--- config.mk ---
export PLATFORM = sky130hd
export DESIGN_NAME = hbs_top
export DESIGN_NICKNAME = d
export VERILOG_FILES = /design/src/hbs_delay.v /design/src/hbs_pwm.v /design/src/hbs_top.v
export VERILOG_INCLUDE_DIRS = /design/src
export SDC_FILE = /design/constraint.sdc
export NUM_CORES = 1
export LEC_CHECK = 0
export CAP_MARGIN = 40
export CORE_MARGIN = 2
export CORE_UTILIZATION = 33
export CTS_BUF_LIST = sky130_fd_sc_hd__clkbuf_2
export CTS_CLUSTER_DIAMETER = 40
export DETAILED_ROUTE_END_ITERATION = 8
export DONT_BUFFER_PORTS = 1
export PLACE_DENSITY_LB_ADDON = 0.15
export SLEW_MARGIN = 30
export SYNTH_ARGS = -nofsm -noshare
export SYNTH_HDL_FRONTEND = slang
export SYNTH_SLANG_ARGS = --single-unit
--- constraint.sdc ---
create_clock -name sys_clk -period 4.4 [get_ports sys_clk]
set_input_delay 0.44 -clock sys_clk [delete_from_list [all_inputs] [get_ports sys_clk]]
set_output_delay 0.44 -clock sys_clk [all_outputs]
set_load 0.01 [all_outputs]
--- src/hbs_map.vh ---
// holding brake sequencer: register offsets, field positions, resets, timing
// assumes a 100 MHz system clock and a 32-bit register bus
`ifndef HBS_MAP_VH
`define HBS_MAP_VH

// ************************************************************
// register byte offsets
// ************************************************************
`define HBS_OFF_SUBMODE 8'h00
`define HBS_OFF_DOUT 8'h04
`define HBS_OFF_CTRL 8'h08
`define HBS_OFF_T1 8'h0c
`define HBS_OFF_T2 8'h10
`define HBS_OFF_T3 8'h14
`define HBS_OFF_T4 8'h18
`define HBS_OFF_FREQ 8'h1c
`define HBS_OFF_DUTY 8'h20
`define HBS_OFF_STATUS 8'h24

// ************************************************************
// field positions
// ************************************************************
`define HBS_SUB_AUTO_BIT 2
`define HBS_DOUT_BRAKE_BIT 0
`define HBS_CTRL_EN_BIT 0

// ************************************************************
// reset values and limits
// ************************************************************
`define HBS_RST_SUBMODE 32'h0000_0004
`define HBS_RST_DOUT 32'h0000_0000
`define HBS_RST_DELAY 16'h000a
`define HBS_RST_FREQ 15'h03e8
`define HBS_RST_DUTY 7'h64
`define HBS_FREQ_MAX 15'h4e20
`define HBS_DUTY_MIN 7'h02
`define HBS_DUTY_MAX 7'h64

// ************************************************************
// timing
// ************************************************************
`define HBS_CLK_PERIOD_NS 10
`define HBS_TICK_NS 1000000
`define HBS_CLK_HZ 27'h5f5_e100
`define HBS_PCT_STEP 20'hf_4240

// ************************************************************
// response codes and sequencer states
// ************************************************************
`define HBS_RESP_OKAY 2'b00
`define HBS_RESP_SLVERR 2'b10
`define HBS_RESP_DECERR 2'b11
`define HBS_ST_IDLE 3'd0
`define HBS_ST_CUR_ON 3'd1
`define HBS_ST_SETTLE 3'd2
`define HBS_ST_RUN 3'd3
`define HBS_ST_STOPPING 3'd4
`define HBS_ST_HOLD 3'd5
`define HBS_ST_ENGAGE 3'd6

`endif

--- src/hbs_delay.v ---
// holding brake sequencer: millisecond delay timer
// assumes start is a one-cycle pulse from the sequencer
`timescale 1ns/100ps
module hbs_delay #(
  parameter CYC_PER_MS = 100000
) (
  // clock and reset
  input wire sys_clk,
  input wire nrst,
  // control
  input wire start,
  input wire [15:0] ms_val,
  // result
  output reg done
);

  reg [31:0] pre_r;
  reg [15:0] cnt_r;
  reg busy_r;
  wire tick;

  // prescaler restarts with every count so a step gets its full time
  assign tick = (pre_r == CYC_PER_MS - 1);

  // ************************************************************
  // count down whole milliseconds
  // ************************************************************
  always @(posedge sys_clk or negedge nrst) begin
    if (!nrst) begin
      pre_r <= 32'h0;
      cnt_r <= 16'h0;
      busy_r <= 1'b0;
      done <= 1'b0;
    end else begin
      done <= 1'b0;
      if (start) begin
        pre_r <= 32'h0;
        cnt_r <= ms_val;
        busy_r <= 1'b1;
      end else if (busy_r) begin
        if (cnt_r == 16'h0) begin
          busy_r <= 1'b0;
          done <= 1'b1;
        end else if (tick) begin
          pre_r <= 32'h0;
          cnt_r <= cnt_r - 16'h1;
        end else begin
          pre_r <= pre_r + 32'h1;
        end
      end
    end
  end

endmodule

--- src/hbs_pwm.v ---
// holding brake sequencer: brake pwm generator
// assumes freq and duty already checked; new values used at period end while active at nonzero frequency
`timescale 1ns/100ps
`include "hbs_map.vh"
module hbs_pwm (
  // clock and reset
  input wire sys_clk,
  input wire nrst,
  // settings
  input wire [14:0] freq_hz,
  input wire [6:0] duty_pct,
  // brake energised; an idle output has no period to disturb
  input wire active,
  // waveform
  output reg pwm
);

  reg [26:0] phase_r;
  reg [14:0] freq_r;
  reg [6:0] duty_r;
  wire [27:0] sum;
  wire wrap;
  wire [26:0] high_lim;

  // phase accumulator avoids a divider: one period is CLK_HZ of phase
  assign sum = {1'b0, phase_r} + {13'h0, freq_r};
  assign wrap = (sum >= {1'b0, `HBS_CLK_HZ});
  assign high_lim = {20'h0, duty_r} * {7'h0, `HBS_PCT_STEP};

  // ************************************************************
  // phase, settings latch and compare
  // ************************************************************
  always @(posedge sys_clk or negedge nrst) begin
    if (!nrst) begin
      phase_r <= 27'h0;
      freq_r <= `HBS_RST_FREQ;
      duty_r <= `HBS_RST_DUTY;
      pwm <= 1'b0;
    end else begin
      if (wrap) begin
        phase_r <= sum[26:0] - `HBS_CLK_HZ;
      end else begin
        phase_r <= sum[26:0];
      end
      // idle or zero frequency loads at once, else a slow period could lock it
      if (wrap | ~active | (freq_r == 15'h0)) begin
        freq_r <= freq_hz;
        duty_r <= duty_pct;
      end
      // duty 100 gives a limit above any phase: steady high
      pwm <= (phase_r < high_lim);
    end
  end

endmodule

--- src/hbs_top.v ---
// holding brake sequencer with brake pwm and axi4-lite registers
// assumes the motion core reports standstill and obeys motion_en/stop_req
// Functional notes
// auto mode: brake engaged everywhere except operation-enabled sequencing
// energised brake output is pwm with configured frequency and duty
// submode bit 2 set selects automatic brake control
// submode bit 2 clear: brake follows output control bit 0
// enable: current on, wait t3, release brake, wait t4, allow motion
// disable: stop motor, wait t1, engage brake, wait t2, current off
// pwm frequency in hertz, values above 20000 refused
// duty in percent, only 2 to 100 accepted
// duty 100 holds brake output steadily on
// auto control drives output control bit 0 as brake command
// pwm from free-running counter, settings applied at period end; code loads them at once while idle or at zero frequency
// delays counted in ms ticks, each started after previous step
`timescale 1ns/100ps
`include "hbs_map.vh"
module hbs_top #(
  parameter CYC_PER_MS = `HBS_TICK_NS / `HBS_CLK_PERIOD_NS
) (
  // clock and reset
  input wire sys_clk,
  input wire nrst,
  // axi4-lite write address and data
  input wire [7:0] s_axi_awaddr,
  input wire s_axi_awvalid,
  output wire s_axi_awready,
  input wire [31:0] s_axi_wdata,
  input wire [3:0] s_axi_wstrb,
  input wire s_axi_wvalid,
  output wire s_axi_wready,
  // axi4-lite write response
  output reg [1:0] s_axi_bresp,
  output reg s_axi_bvalid,
  input wire s_axi_bready,
  // axi4-lite read
  input wire [7:0] s_axi_araddr,
  input wire s_axi_arvalid,
  output wire s_axi_arready,
  output reg [31:0] s_axi_rdata,
  output reg [1:0] s_axi_rresp,
  output reg s_axi_rvalid,
  input wire s_axi_rready,
  // motion core
  input wire motor_standstill,
  output reg motion_en,
  output reg stop_req,
  // power stage and brake
  output reg motor_current_en,
  output reg brake_out,
  output reg brake_cmd
);

  // ************************************************************
  // registers
  // ************************************************************
  reg [31:0] submode_r;
  reg [31:0] dout_r;
  reg en_req_r;
  reg [15:0] t1_r;
  reg [15:0] t2_r;
  reg [15:0] t3_r;
  reg [15:0] t4_r;
  reg [14:0] freq_r;
  reg [6:0] duty_r;
  reg [2:0] state_r;
  reg [2:0] state_nxt;
  reg seq_open_r;
  reg tmr_start;
  reg [15:0] tmr_val;
  wire tmr_done;
  wire pwm_raw;
  wire auto_mode;
  wire brake_energised;
  wire wr_go;
  wire rd_go;
  wire [31:0] old_word;
  wire [31:0] wmask;
  wire [31:0] wval;
  reg wr_hit;
  reg wr_bad;
  reg [31:0] rd_word;
  reg rd_hit;
  // readable words, lowest offset last; a function reading regs itself hides them from @*
  wire [319:0] all_words = {{24'h0, brake_out, brake_energised, stop_req, motion_en,
    motor_current_en, state_r}, {25'h0, duty_r}, {17'h0, freq_r}, {16'h0, t4_r},
    {16'h0, t3_r}, {16'h0, t2_r}, {16'h0, t1_r}, {31'h0, en_req_r},
    {dout_r[31:1], brake_cmd}, submode_r};

  assign auto_mode = submode_r[`HBS_SUB_AUTO_BIT];
  // manual mode takes the software bit, auto mode the sequencer
  assign brake_energised = auto_mode ? seq_open_r : dout_r[`HBS_DOUT_BRAKE_BIT];

  // ************************************************************
  // bus handshake: write takes address and data together
  // ************************************************************
  assign wr_go = s_axi_awvalid & s_axi_wvalid & ~s_axi_bvalid;
  assign s_axi_awready = wr_go;
  assign s_axi_wready = wr_go;
  assign rd_go = s_axi_arvalid & ~s_axi_rvalid;
  assign s_axi_arready = rd_go;

  // byte lanes merged onto the current value before checking
  assign wmask = {{8{s_axi_wstrb[3]}}, {8{s_axi_wstrb[2]}},
                  {8{s_axi_wstrb[1]}}, {8{s_axi_wstrb[0]}}};
  assign old_word = rd_word_of(s_axi_awaddr, all_words);
  assign wval = (old_word & ~wmask) | (s_axi_wdata & wmask);

  // readback word for an offset; dout bit 0 shows the live command
  function [31:0] rd_word_of;
    input [7:0] a;
    input [319:0] w;
    begin
      case (a)
        `HBS_OFF_SUBMODE: rd_word_of = w[31:0];
        `HBS_OFF_DOUT: rd_word_of = w[63:32];
        `HBS_OFF_CTRL: rd_word_of = w[95:64];
        `HBS_OFF_T1: rd_word_of = w[127:96];
        `HBS_OFF_T2: rd_word_of = w[159:128];
        `HBS_OFF_T3: rd_word_of = w[191:160];
        `HBS_OFF_T4: rd_word_of = w[223:192];
        `HBS_OFF_FREQ: rd_word_of = w[255:224];
        `HBS_OFF_DUTY: rd_word_of = w[287:256];
        `HBS_OFF_STATUS: rd_word_of = w[319:288];
        default: rd_word_of = 32'h0;
      endcase
    end
  endfunction

  // decode: unmapped gives decerr, out-of-range settings slverr
  always @* begin
    wr_hit = 1'b1;
    wr_bad = 1'b0;
    case (s_axi_awaddr)
      `HBS_OFF_SUBMODE, `HBS_OFF_DOUT, `HBS_OFF_CTRL: wr_bad = 1'b0;
      `HBS_OFF_T1, `HBS_OFF_T2, `HBS_OFF_T3, `HBS_OFF_T4: wr_bad = 1'b0;
      `HBS_OFF_FREQ: wr_bad = (wval > {17'h0, `HBS_FREQ_MAX});
      `HBS_OFF_DUTY: wr_bad = (wval < {25'h0, `HBS_DUTY_MIN}) |
                              (wval > {25'h0, `HBS_DUTY_MAX});
      `HBS_OFF_STATUS: wr_bad = 1'b1;
      default: wr_hit = 1'b0;
    endcase
  end

  always @* begin
    rd_hit = 1'b1;
    rd_word = rd_word_of(s_axi_araddr, all_words);
    case (s_axi_araddr)
      `HBS_OFF_SUBMODE, `HBS_OFF_DOUT, `HBS_OFF_CTRL, `HBS_OFF_T1: rd_hit = 1'b1;
      `HBS_OFF_T2, `HBS_OFF_T3, `HBS_OFF_T4, `HBS_OFF_FREQ: rd_hit = 1'b1;
      `HBS_OFF_DUTY, `HBS_OFF_STATUS: rd_hit = 1'b1;
      default: rd_hit = 1'b0;
    endcase
  end

  // ************************************************************
  // register writes and write response
  // ************************************************************
  always @(posedge sys_clk or negedge nrst) begin
    if (!nrst) begin
      submode_r <= `HBS_RST_SUBMODE;
      dout_r <= `HBS_RST_DOUT;
      en_req_r <= 1'b0;
      t1_r <= `HBS_RST_DELAY;
      t2_r <= `HBS_RST_DELAY;
      t3_r <= `HBS_RST_DELAY;
      t4_r <= `HBS_RST_DELAY;
      freq_r <= `HBS_RST_FREQ;
      duty_r <= `HBS_RST_DUTY;
      s_axi_bvalid <= 1'b0;
      s_axi_bresp <= `HBS_RESP_OKAY;
    end else begin
      if (s_axi_bvalid & s_axi_bready) begin
        s_axi_bvalid <= 1'b0;
      end
      if (wr_go) begin
        s_axi_bvalid <= 1'b1;
        if (!wr_hit) begin
          s_axi_bresp <= `HBS_RESP_DECERR;
        end else if (wr_bad) begin
          // refused value leaves the old setting in place
          s_axi_bresp <= `HBS_RESP_SLVERR;
        end else begin
          s_axi_bresp <= `HBS_RESP_OKAY;
          case (s_axi_awaddr)
            `HBS_OFF_SUBMODE: submode_r <= wval;
            `HBS_OFF_DOUT: dout_r <= wval;
            `HBS_OFF_CTRL: en_req_r <= wval[`HBS_CTRL_EN_BIT];
            `HBS_OFF_T1: t1_r <= wval[15:0];
            `HBS_OFF_T2: t2_r <= wval[15:0];
            `HBS_OFF_T3: t3_r <= wval[15:0];
            `HBS_OFF_T4: t4_r <= wval[15:0];
            `HBS_OFF_FREQ: freq_r <= wval[14:0];
            `HBS_OFF_DUTY: duty_r <= wval[6:0];
            default: en_req_r <= en_req_r;
          endcase
        end
      end
    end
  end

  // ************************************************************
  // read response
  // ************************************************************
  always @(posedge sys_clk or negedge nrst) begin
    if (!nrst) begin
      s_axi_rvalid <= 1'b0;
      s_axi_rdata <= 32'h0;
      s_axi_rresp <= `HBS_RESP_OKAY;
    end else begin
      if (s_axi_rvalid & s_axi_rready) begin
        s_axi_rvalid <= 1'b0;
      end
      if (rd_go) begin
        s_axi_rvalid <= 1'b1;
        s_axi_rdata <= rd_hit ? rd_word : 32'h0;
        s_axi_rresp <= rd_hit ? `HBS_RESP_OKAY : `HBS_RESP_DECERR;
      end
    end
  end

  // ************************************************************
  // power sequencer
  // ************************************************************
  // each timer start is raised on the step that ends the last one, or on the abort out of HBS_ST_CUR_ON
  always @* begin
    state_nxt = state_r;
    tmr_start = 1'b0;
    tmr_val = 16'h0;
    case (state_r)
      `HBS_ST_IDLE: begin
        if (en_req_r) begin
          state_nxt = `HBS_ST_CUR_ON;
          tmr_start = 1'b1;
          tmr_val = t3_r;
        end
      end
      `HBS_ST_CUR_ON: begin
        if (!en_req_r) begin
          // brake never opened: just wait out the engage time
          state_nxt = `HBS_ST_ENGAGE;
          tmr_start = 1'b1;
          tmr_val = t2_r;
        end else if (tmr_done) begin
          state_nxt = `HBS_ST_SETTLE;
          tmr_start = 1'b1;
          tmr_val = t4_r;
        end
      end
      `HBS_ST_SETTLE: begin
        if (!en_req_r) begin
          state_nxt = `HBS_ST_STOPPING;
        end else if (tmr_done) begin
          state_nxt = `HBS_ST_RUN;
        end
      end
      `HBS_ST_RUN: begin
        if (!en_req_r) begin
          state_nxt = `HBS_ST_STOPPING;
        end
      end
      `HBS_ST_STOPPING: begin
        if (motor_standstill) begin
          state_nxt = `HBS_ST_HOLD;
          tmr_start = 1'b1;
          tmr_val = t1_r;
        end
      end
      `HBS_ST_HOLD: begin
        if (tmr_done) begin
          state_nxt = `HBS_ST_ENGAGE;
          tmr_start = 1'b1;
          tmr_val = t2_r;
        end
      end
      `HBS_ST_ENGAGE: begin
        if (tmr_done) begin
          state_nxt = `HBS_ST_IDLE;
        end
      end
      default: state_nxt = `HBS_ST_IDLE;
    endcase
  end

  // outputs registered from the next state so they track it exactly
  always @(posedge sys_clk or negedge nrst) begin
    if (!nrst) begin
      state_r <= `HBS_ST_IDLE;
      motor_current_en <= 1'b0;
      seq_open_r <= 1'b0;
      motion_en <= 1'b0;
      stop_req <= 1'b0;
    end else begin
      state_r <= state_nxt;
      motor_current_en <= (state_nxt != `HBS_ST_IDLE);
      // brake opens only inside the operation-enabled sequence
      seq_open_r <= (state_nxt == `HBS_ST_SETTLE) | (state_nxt == `HBS_ST_RUN) |
                    (state_nxt == `HBS_ST_STOPPING) | (state_nxt == `HBS_ST_HOLD);
      motion_en <= (state_nxt == `HBS_ST_RUN);
      stop_req <= (state_nxt == `HBS_ST_STOPPING);
    end
  end

  // ************************************************************
  // brake output stage
  // ************************************************************
  always @(posedge sys_clk or negedge nrst) begin
    if (!nrst) begin
      brake_out <= 1'b0;
      brake_cmd <= 1'b0;
    end else begin
      brake_cmd <= brake_energised;
      brake_out <= brake_energised & pwm_raw;
    end
  end

  hbs_delay #(
    .CYC_PER_MS(CYC_PER_MS)
  ) u_delay (
    .sys_clk(sys_clk),
    .nrst(nrst),
    .start(tmr_start),
    .ms_val(tmr_val),
    .done(tmr_done)
  );

  hbs_pwm u_pwm (
    .sys_clk(sys_clk),
    .nrst(nrst),
    .freq_hz(freq_r),
    .duty_pct(duty_r),
    .active(brake_energised),
    .pwm(pwm_raw)
  );

endmodule

**After elaboration in Yosys (flattened, before gate mapping)**

Cells that the tools add are included.
W data, S select, Z words.

- Register bits: 298

- Add/subtract/negate cells: 4
- $mul: 1
- Order comparisons: 5
- Equality and inequality tests: 30
- Multiplexer cells: 50
- Bitwise logic cells: 20
- Reductions and logical operators: 23

Operators with widths:

| kind | count |
|---|---|
| $pmux W32 S10 | 2 |
| $mux W32 | 5 |
| $mux W16 | 9 |
| $and A32 B32 Y32 | 2 |
| $eq A8 B5 Y1 const B | 8 |
| $pmux W16 S4 | 1 |
| $reduce_and A4 Y1 | 9 |
| $add A32 B1 Y32 const B | 1 |
| $eq A32 B17 Y1 const B | 1 |
| $eq A8 B4 Y1 const B | 4 |
| $eq A8 B6 Y1 const B | 4 |
| $gt A32 B15 Y1 const B | 1 |
| $gt A32 B7 Y1 const B | 1 |
| $lt A32 B2 Y1 const B | 1 |
| $not A32 Y32 | 1 |
| $or A32 B32 Y32 | 1 |
| $add A27 B15 Y28 | 1 |
| $ge A28 B27 Y1 const B | 1 |
| $lt A27 B27 Y1 | 1 |
| $mux W27 | 1 |
| $mux W3 | 9 |
| $sub A27 B27 Y27 const B | 1 |
| $mul A7 B14 Y21 const B | 1 |
| $pmux W3 S7 | 1 |
| other kinds (22) | 66 |

**Depth between registers and ports, before layout**

Gate-level depths: netlist (run 1).

- Word-level depth: 9
- Mapped depth: 22

**Hierarchy**

From an unflattened synthesis (run 1), not the netlist that was laid out.

- Cells, all modules: 1899
- Area total of the unflattened synthesis: 19441.1 sq um

By module, submodules not included:

| module | times used | cells each | area each (sq um) | sequential area each (sq um) |
|---|---|---|---|---|
| hbs_top | 1 | 1003 | 11089.4 | 4952.2 |
| hbs_pwm | 1 | 559 | 5261.3 | 1262.5 |
| hbs_delay | 1 | 337 | 3090.5 | 1251.2 |

**Worst setup path after synthesis (run 1)**

OpenSTA, ideal clock, no wires.

- Kind: reg2reg
- Start point: reg u_pwm.duty_r[2]
- End point: reg u_pwm.pwm
- Arrival time: 4639 ps
- Data required time: 4305 ps
- Setup slack: -335 ps
- Stages on the path, launching flop included: 21
- Period minus slack after synthesis: 4735 ps
- Path through: dfstp_2 -> inv_1 -> fa_1 -> inv_1 -> ha_1 -> inv_1 -> fa_1 -> inv_1 -> fa_1 -> ha_1 -> a41o_1 -> o31a_1 -> o21ai_0 -> nand2b_1 -> xnor2_1 -> ha_1 -> a2111oi_0 -> nand2_1 -> a41oi_1 -> nor2_1 -> o31ai_1

- Word-level cells in the longest chain between the ends: 2

RTL lines:

| what | RTL line | RTL |
|---|---|---|
| from (decl) | hbs_pwm.v:20 | `reg [6:0] duty_r;` |
| from (signal assigned) | hbs_pwm.v:37 | `` duty_r <= `HBS_RST_DUTY; `` |
| from (signal assigned) | hbs_pwm.v:48 | `duty_r <= duty_pct;` |
| $mul A7 B14 Y21 | hbs_pwm.v:28 | `` assign high_lim = {20'h0, duty_r} * {7'h0, `HBS_PCT_STEP}; `` |
| $lt A27 B27 Y1 | hbs_pwm.v:51 | `pwm <= (phase_r < high_lim);` |
| to (signal assigned) | hbs_pwm.v:51 |  |
| to (decl) | hbs_pwm.v:15 | `output reg pwm` |

Every way passes these cells.
A chain may end at the register's enable or synchronous reset.

**Final worst setup path (run 1)**

Ends and elaborated chain as after synthesis.

==> results of run 1 <==
-- sequential cells by signal, summed over array words and instances (netlist names), 3 cells and up --
register and flops:
u_pwm.phase_r 27, dout_r 32, u_delay.cnt_r 16, t2_r 16, u_delay.pre_r 32, s_axi_rdata 32, freq_r 15, u_pwm.duty_r 7
t3_r 16, t1_r 16, t4_r 16, u_pwm.freq_r 15, state_r 3, duty_r 7, submode_r 32
-- layer usage --
metal  vias to the layer above  routed length [um]  part of all wire
li1                       7284                   -                 -
met1                      8015               28900              0.44
met2                       675               30000              0.46
met4                         2                1930             0.029
met5                         -                  13           0.00020
met3                       139                5150             0.078
-- synthesized netlist by cell type, drive strengths merged, types with 5 or more instances --
cell and instances:
a211oi 10, a21boi 5, a21o 24, a21oi 57, a221oi 11, a222oi 31, a22o 10, a22oi 61
a31oi 27, a32oi 9, and2 11, and3 19, buf 43, clkbuf 51, dfrtp 270, dfstp 27
fa 13, ha 87, inv 67, mux2 196, mux2i 33, nand2 156, nand2b 12, nand3 36
nand4 15, nor2 101, nor2b 18, nor3 46, nor3b 6, nor4 26, nor4b 8, o211ai 13
o21a 13, o21ai 101, o221ai 5, o22ai 11, o31ai 15, o32ai 6, o41ai 11, or2 6
or3 18, or4 8, xnor2 46, xor2 28
-- stage by stage --
step | hold WS, ns | cell area (um2)
floorplan | 0.144 | 19100
global placement | 0.153 | 20500
detailed placement | 0.157 | 20600
CTS | -1.14 | 22200
global route | -1.11 | 22400
finish | -1.00 | 22400
-- power breakdown --
| part | switching [mW] | internal (mW) | total, mW |
|---|---|---|---|
| Combinational | 0.831 | 0.464 | 1.30 |
| Clock | 1.32 | 0.856 | 2.18 |
| Sequential | 0.135 | 2.85 | 2.99 |
-- critical path, delay by kind of cell (launching register included) --
family	cells	cell delay, ns
buf+inv	4	0.16
simple gates	5	0.40
xor+xnor	1	0.13
flops	1	0.54
fa+ha+maj	6	2.22
compound gates	6	1.29
-- cell families after synthesis --
logic type | share of synthesized area
DFF | 0.391
adders and majority gates | 0.0706
buffers and inverters | 0.0402
AOI/OAI and AO/OA | 0.167
muxes | 0.159
and+or+nand+nor | 0.138
xor gates and xnor gates | 0.0339
-- repair_timing --
item,CTS,global route
endpoints found under the hold margin,481,306
hold buffers,82,1
resized for setup,3,20
pin swaps,3,20
setup buffers,1,3
endpoints found under the setup margin,1,24
-- worst max-delay path by stage --
stage                     from   endpoint  cells after the start
6_report       u_pwm.duty_r[2]  u_pwm.pwm                     22
5_1_grt        u_pwm.duty_r[2]  u_pwm.pwm                     22
4_1_cts        u_pwm.duty_r[2]  u_pwm.pwm                     22
3_5_place_dp   u_pwm.duty_r[2]  u_pwm.pwm                     22
3_3_place_gp   u_pwm.duty_r[2]  u_pwm.pwm                     22
2_1_floorplan  u_pwm.duty_r[2]  u_pwm.pwm                     22
-- final cells by class --
class / instances / area (um2)
multi-input combinational: 1362 / 11100
sequential: 297 / 7470
clock buffer: 130 / 651
clock inverter: 29 / 151
antenna: 2 / 5.00
inverter: 67 / 251
fill: 5807 / 35100
timing repair buffer: 201 / 1850
tap: 765 / 957
==> impl_metrics.env, run 1 <==
export IMPL_status="finished, violations left"
export IMPL_violations="hold timing, setup timing"
export IMPL_synth_seq_cells=297
export IMPL_arrival_ns=5.82
export IMPL_final_nets=2180
export IMPL_coreArea_um2=57500
export IMPL_grt_pass1_wl_um=101000
export IMPL_dp_hpwl_um=44900
export IMPL_max_slew_worst_pin_slew_ns=0.947
export IMPL_synth_warnings=0
export IMPL_fin_skew_ns=0.146
export IMPL_use_met2=0.346
export IMPL_setup_slack_ns=-0.460
export IMPL_die_width_um=245
export IMPL_use_met1=0.294
export IMPL_synth_area_leaders="dfrtp_1 35%, mux2_4 8.6%, ha_1 5.7%, mux2_2 4.7%, dfstp_2 3.7%"
export IMPL_synth_distinct_cells=86
export IMPL_io_buffer_count=0
export IMPL_max_cap_violations=0
export IMPL_die_area_um2=59900
export IMPL_period_minus_slack_ns=4.86
export IMPL_power_leakage_nw=9.92
export IMPL_initial_utilization=0.333
export IMPL_rsz0062_at_grt="yes"
export IMPL_start_kind="flop"
export IMPL_dpl_cell_count=2600
export IMPL_hold_viol=297
export IMPL_slew_limit_headroom=0.368
export IMPL_netlist_instances=1820
export IMPL_synth_flop_cell="dfrtp_1"
export IMPL_place_congestion=0.920
export IMPL_syn_nets=1980
export IMPL_final_util=0.390
export IMPL_slew_violations=0
export IMPL_viasPerCell=5.65
export IMPL_crit_slowest_cell="dfstp_2"
export IMPL_path_cells="inv_2 > fa_1 > inv_2 > ha_4 > inv_2 > fa_1 > inv_2 > fa_2 > ha_4 > nand3_2 > nand2_1 > a41o_1 > o31a_1 > o21ai_1 > nand2b_1 > xnor2_1 > ha_1 > a2111oi_4 > nand2_1 > a41oi_2 > nor2_1 > o31ai_1"
export IMPL_peakVddDrop_mv=0.150
export IMPL_synthToLayoutAreaGrowth_pct=17.2
export IMPL_finalNonFillerCells=2853
export IMPL_antenna_left=0
export IMPL_synthDominantCellAreaShare=0.353
export IMPL_drt_initial_drc_count=1386
export IMPL_yosys_area_top_type="dfrtp_1"
export IMPL_grt_max_degree=298
export IMPL_avgRoutedWirePerCell_um=23.1
export IMPL_overflow=0
export IMPL_syn_area_um2=19100
export IMPL_layout_commonest_cell="dfrtp_1"
export IMPL_vias=16100
export IMPL_r2r_slack_ns=-0.46
export IMPL_timing_hold_ws_ns=-1.00
export IMPL_max_freq_ghz=0.206
export IMPL_cts_sinks=297
export IMPL_r2r_end="u_pwm.pwm"
export IMPL_setup_tns_ns=-0.460
export IMPL_p_per_area_nw_per_um2=288
export IMPL_firstDrtPassIters=6
export IMPL_use_met3=0.0495
export IMPL_synth_enable_flop_cells=0
export IMPL_final_cell_mix="269 x dfrtp_1, 156 x nand2_1, 131 x clkbuf_2"
export IMPL_max_stage_delay_ns=0.54
export IMPL_htreeDepth=3
export IMPL_avgSynthCellArea_um2=10.5
export IMPL_wirelength_um=66000
export IMPL_die_h_um=245
export IMPL_place_ws_ns=-0.526
export IMPL_insertion_delay_ns=1.14
export IMPL_cts_buffers=91
export IMPL_grt_pass1_vias=16400
export IMPL_drc=0
export IMPL_finalSetupViolations=1
export IMPL_crit_fanout=4
export IMPL_cts_root_buf="clkbuf_2"
export IMPL_grt_busiest_layer="met2"
export IMPL_reg2reg_from="u_pwm.duty_r[2]"
export IMPL_clk_pin_slew_ns=0.10
export IMPL_fin_crit_sh=1.10
export IMPL_antenna_found_initial=3
export IMPL_track_usage=0.220
export IMPL_end_kind="flop"
export IMPL_cts_tree="built"
export IMPL_rows=88
export IMPL_drive_gt1_frac=0.261
export IMPL_async_reset_ff_frac=1.00
export IMPL_rr_worst_depth=22
export IMPL_critical_path_class="flop to flop"
export IMPL_finalPower_mw=6.46
export IMPL_crit_path_frequent_cell="inv_2"
export IMPL_io_pins=106
export IMPL_clk_path_buf_depth=3
export IMPL_ys_seq_area_frac=0.391
export IMPL_cp_required_ns=5.36
export IMPL_min_path_type="input port to asynchronous set/reset pin"
(Power assumes the default switching activity.)
==> inputs of run 2 (changes only) <==
--- a/config.mk
+++ b/config.mk
@@ -6,6 +6,7 @@
 export SDC_FILE = /design/constraint.sdc
 export NUM_CORES = 1
 export LEC_CHECK = 0
+export ABC_AREA = 1
 export CAP_MARGIN = 40
 export CORE_MARGIN = 2
 export CORE_UTILIZATION = 33
==> impl_metrics.env, run 2 <==
export IMPL_critical_path_class="flop to flop"
export IMPL_power_leakage_nw=11.5
export IMPL_dp_hpwl_um=53200
export IMPL_yosys_area_top_type="dfrtp_1"
export IMPL_arrival_ns=5.39
export IMPL_end_kind="flop"
export IMPL_p_sw_mw=2.60
export IMPL_final_cell_mix="907 x nand2_1, 278 x inv_1, 270 x dfrtp_1"
export IMPL_io_buffer_count=0
export IMPL_hold_viol=297
export IMPL_start_kind="flop"
export IMPL_die_width_um=252
export IMPL_ys_seq_area_frac=0.368
export IMPL_track_usage=0.240
export IMPL_viasPerCell=5.40
export IMPL_max_stage_delay_ns=0.55
export IMPL_min_path_type="input port to asynchronous set/reset pin"
export IMPL_cts_buffers=93
export IMPL_overflow=0
export IMPL_antenna_found_initial=3
export IMPL_initial_utilization=0.334
export IMPL_slew_violations=0
export IMPL_cts_tree="built"
export IMPL_max_freq_ghz=0.226
export IMPL_syn_nets=2970
export IMPL_coreArea_um2=60600
export IMPL_cts_hold_buf=61
export IMPL_clk_pin_slew_ns=0.08
export IMPL_firstDrtPassIters=6
export IMPL_rows=90
export IMPL_violations="hold timing, setup timing"
export IMPL_startpoint="u_pwm.duty_r[2]"
export IMPL_status="finished, violations left"
export IMPL_final_nets=3092
export IMPL_period_minus_slack_ns=4.42
export IMPL_ys_top_cells_by_count="909 x nand2_1, 282 x inv_1, 270 x dfrtp_1"
export IMPL_wirelength_um=76500
export IMPL_drc=0
export IMPL_grt_pass1_wl_um=117000
export IMPL_die_h_um=252
export IMPL_finalSetupViolations=1
export IMPL_netlist_instances=2810
export IMPL_timing_hold_ws_ns=-0.913
export IMPL_crit_slowest_cell="dfstp_2"
export IMPL_rsz0062_at_grt="yes"
export IMPL_io_pins=106
export IMPL_die_area_um2=63400
export IMPL_drive_gt1_frac=0.118
export IMPL_slew_limit_headroom=0.287
export IMPL_max_slew_worst_pin_slew_ns=1.07
export IMPL_max_cap_violations=0
export IMPL_synth_enable_flop_cells=0
export IMPL_synth_distinct_cells=63
export IMPL_combinationalPowerShare=0.227
export IMPL_fin_crit_sh=1.01
export IMPL_peakVddDrop_mv=0.195
export IMPL_synthToLayoutAreaGrowth_pct=13.1
export IMPL_crit_fanout=3
export IMPL_clockPowerShare=0.326
export IMPL_setup_slack_ns=-0.0223
export IMPL_final_util=0.378
export IMPL_p_int_mw=4.38
export IMPL_synth_area_leaders="dfrtp_1 33%, nand2_1 17%, nand4_1 6.0%, ha_1 5.4%, inv_1 5.2%"
export IMPL_layout_commonest_cell="nand2_1"
export IMPL_antenna_left=0
export IMPL_synth_flop_cell="dfrtp_1"
export IMPL_p_sw_frac=0.372
export IMPL_fillers=6477
export IMPL_cts_sinks=297
export IMPL_fin_skew_ns=0.120
export IMPL_grt_pass1_vias=19800
export IMPL_avgSynthCellArea_um2=7.21
export IMPL_htreeDepth=3
export IMPL_grt_max_degree=298
export IMPL_synth_warnings=0
export IMPL_place_congestion=0.911
export IMPL_synth_seq_cells=297
export IMPL_p_per_area_nw_per_um2=304
export IMPL_insertion_delay_ns=1.10
export IMPL_post_synth_top_count_cell="nand2_1"
export IMPL_finalPower_mw=6.98
export IMPL_path_cells="inv_2 > fa_1 > inv_1 > ha_1 > inv_1 > fa_1 > inv_1 > fa_1 > ha_4 > inv_2 > o21bai_1 > a21oi_1 > nor2_1 > nor2_1 > xor2_1 > ha_1 > buf_4 > a21oi_2 > o31ai_2 > a21oi_1 > o21bai_1 > a41oi_2"
export IMPL_reg2reg_from="u_pwm.duty_r[2]"
export IMPL_synthDominantCellAreaShare=0.333
export IMPL_avgRoutedWirePerCell_um=20.2
export IMPL_seqPwrFrac=0.447
export IMPL_vias=20500
export IMPL_clk_path_buf_depth=3
export IMPL_cts_root_buf="clkbuf_2"
export IMPL_syn_area_um2=20300
export IMPL_async_reset_ff_frac=1.00
export IMPL_drt_initial_drc_count=1842
export IMPL_cp_required_ns=5.37
run 2: cell count changes in the layout (fill, tap and decap cells not counted), moves of 60 or more:
cell     before  now
a22oi_1      61    1
inv_1        63  278
mux2_2       79    0
mux2_4      110    0
nand2_1     156  907
nand3_1      35  159
nand4_1      15  195
nor2_1       94  222
run 2: worst paths after layout:
| path | depth (start not counted) | slack [ns] | endpoint |
|---|---|---|---|
| worst max-delay path | 22 | -0.02 | u_pwm.pwm |
| worst min-delay path | 0 | -0.91 | u_pwm.phase_r[21] |
| min in group sys_clk | 5 | 0.11 | s_axi_bresp[1] |
| max in group asynchronous | 0 | 4.39 | u_delay.done |
| worst max register to register | 22 | -0.02 | u_pwm.pwm |
| worst min register to register | 2 | 0.45 | u_pwm.duty_r[2] |
run 2: layer usage:
layer / share of wire / GRT usage / vias to the layer above
li1: - / - / 9667
met1: 0.46 / 0.334 / 9806
met2: 0.43 / 0.366 / 825
met3: 0.075 / 0.0470 / 157
met4: 0.037 / 0.0972 / 0
met5: 0 / 0 / -
run 2: what timing repair did:
| action | in CTS | in global routing |
|---|---|---|
| hold endpoints to repair | 484 | 297 |
| pin swaps | 12 | 18 |
| endpoints found under the setup margin | 1 | 32 |
| resized for setup | 4 | 17 |
| cloned | 0 | 1 |
| buffers inserted | 3 | 2 |
run 2: cells by family (layout without fill, tap and decap cells):
| family | count (synthesis) | after routing | synth area share |
|---|---|---|---|
| flops | 297 | 297 | 0.368 |
| simple gates | 1610 | 1610 | 0.352 |
| xor+xnor | 56 | 56 | 0.0242 |
| fa+ha+maj | 100 | 100 | 0.0666 |
| compound gates | 323 | 323 | 0.0980 |
| mux | 1 | 1 | 0.000494 |
| buf+inv | 423 | 615 | 0.0899 |
| other cells | 0 | 5 | 0 |
run 2: cell type report:
cell class	instances	area [um2]	share of cell area
tap	782	978	0.0427
multi-input combinational	2090	11100	0.483
timing repair buffer	153	1430	0.0624
clock buffer	143	716	0.0312
clock inverter	22	130	0.00568
sequential	297	7470	0.326
antenna	5	12.5	0.000546
inverter	297	1120	0.0487
run 2: power groups by stage:
stage	logic [mW]	clock network, mW	registers (mW)
after CTS	1.57	2.36	3.11
final	1.59	2.27	3.12
after floorplan	1.09	0	3.09
after detailed placement	1.52	0	3.16
after global placement	1.50	0	3.16
after global routing	1.78	2.51	3.14
run 2: through the flow:
| step | setup WS [ns] | cells | TNS (ns) | area (um2) |
|---|---|---|---|---|
| 2_1_floorplan | 0.0399 | 2810 | 0 | 20300 |
| 4_1_cts | 0.00547 | 3782 | 0 | 22800 |
| 6_report | -0.0223 | 3789 | -0.0223 | 22900 |
| 3_5_place_dp | -0.168 | 3553 | -0.168 | 21300 |
| 5_1_grt | -0.251 | 3788 | -0.251 | 22900 |
| 3_3_place_gp | -0.102 | 3551 | -0.102 | 21300 |
run 2: critical path: cells and delay by family, from the launching register on:
kind / cells / cell delay, ns
simple gates: 2 / 0.14
fa+ha+maj: 6 / 2.30
compound gates: 7 / 0.82
flops: 1 / 0.55
xor+xnor: 1 / 0.14
buf+inv: 6 / 0.37
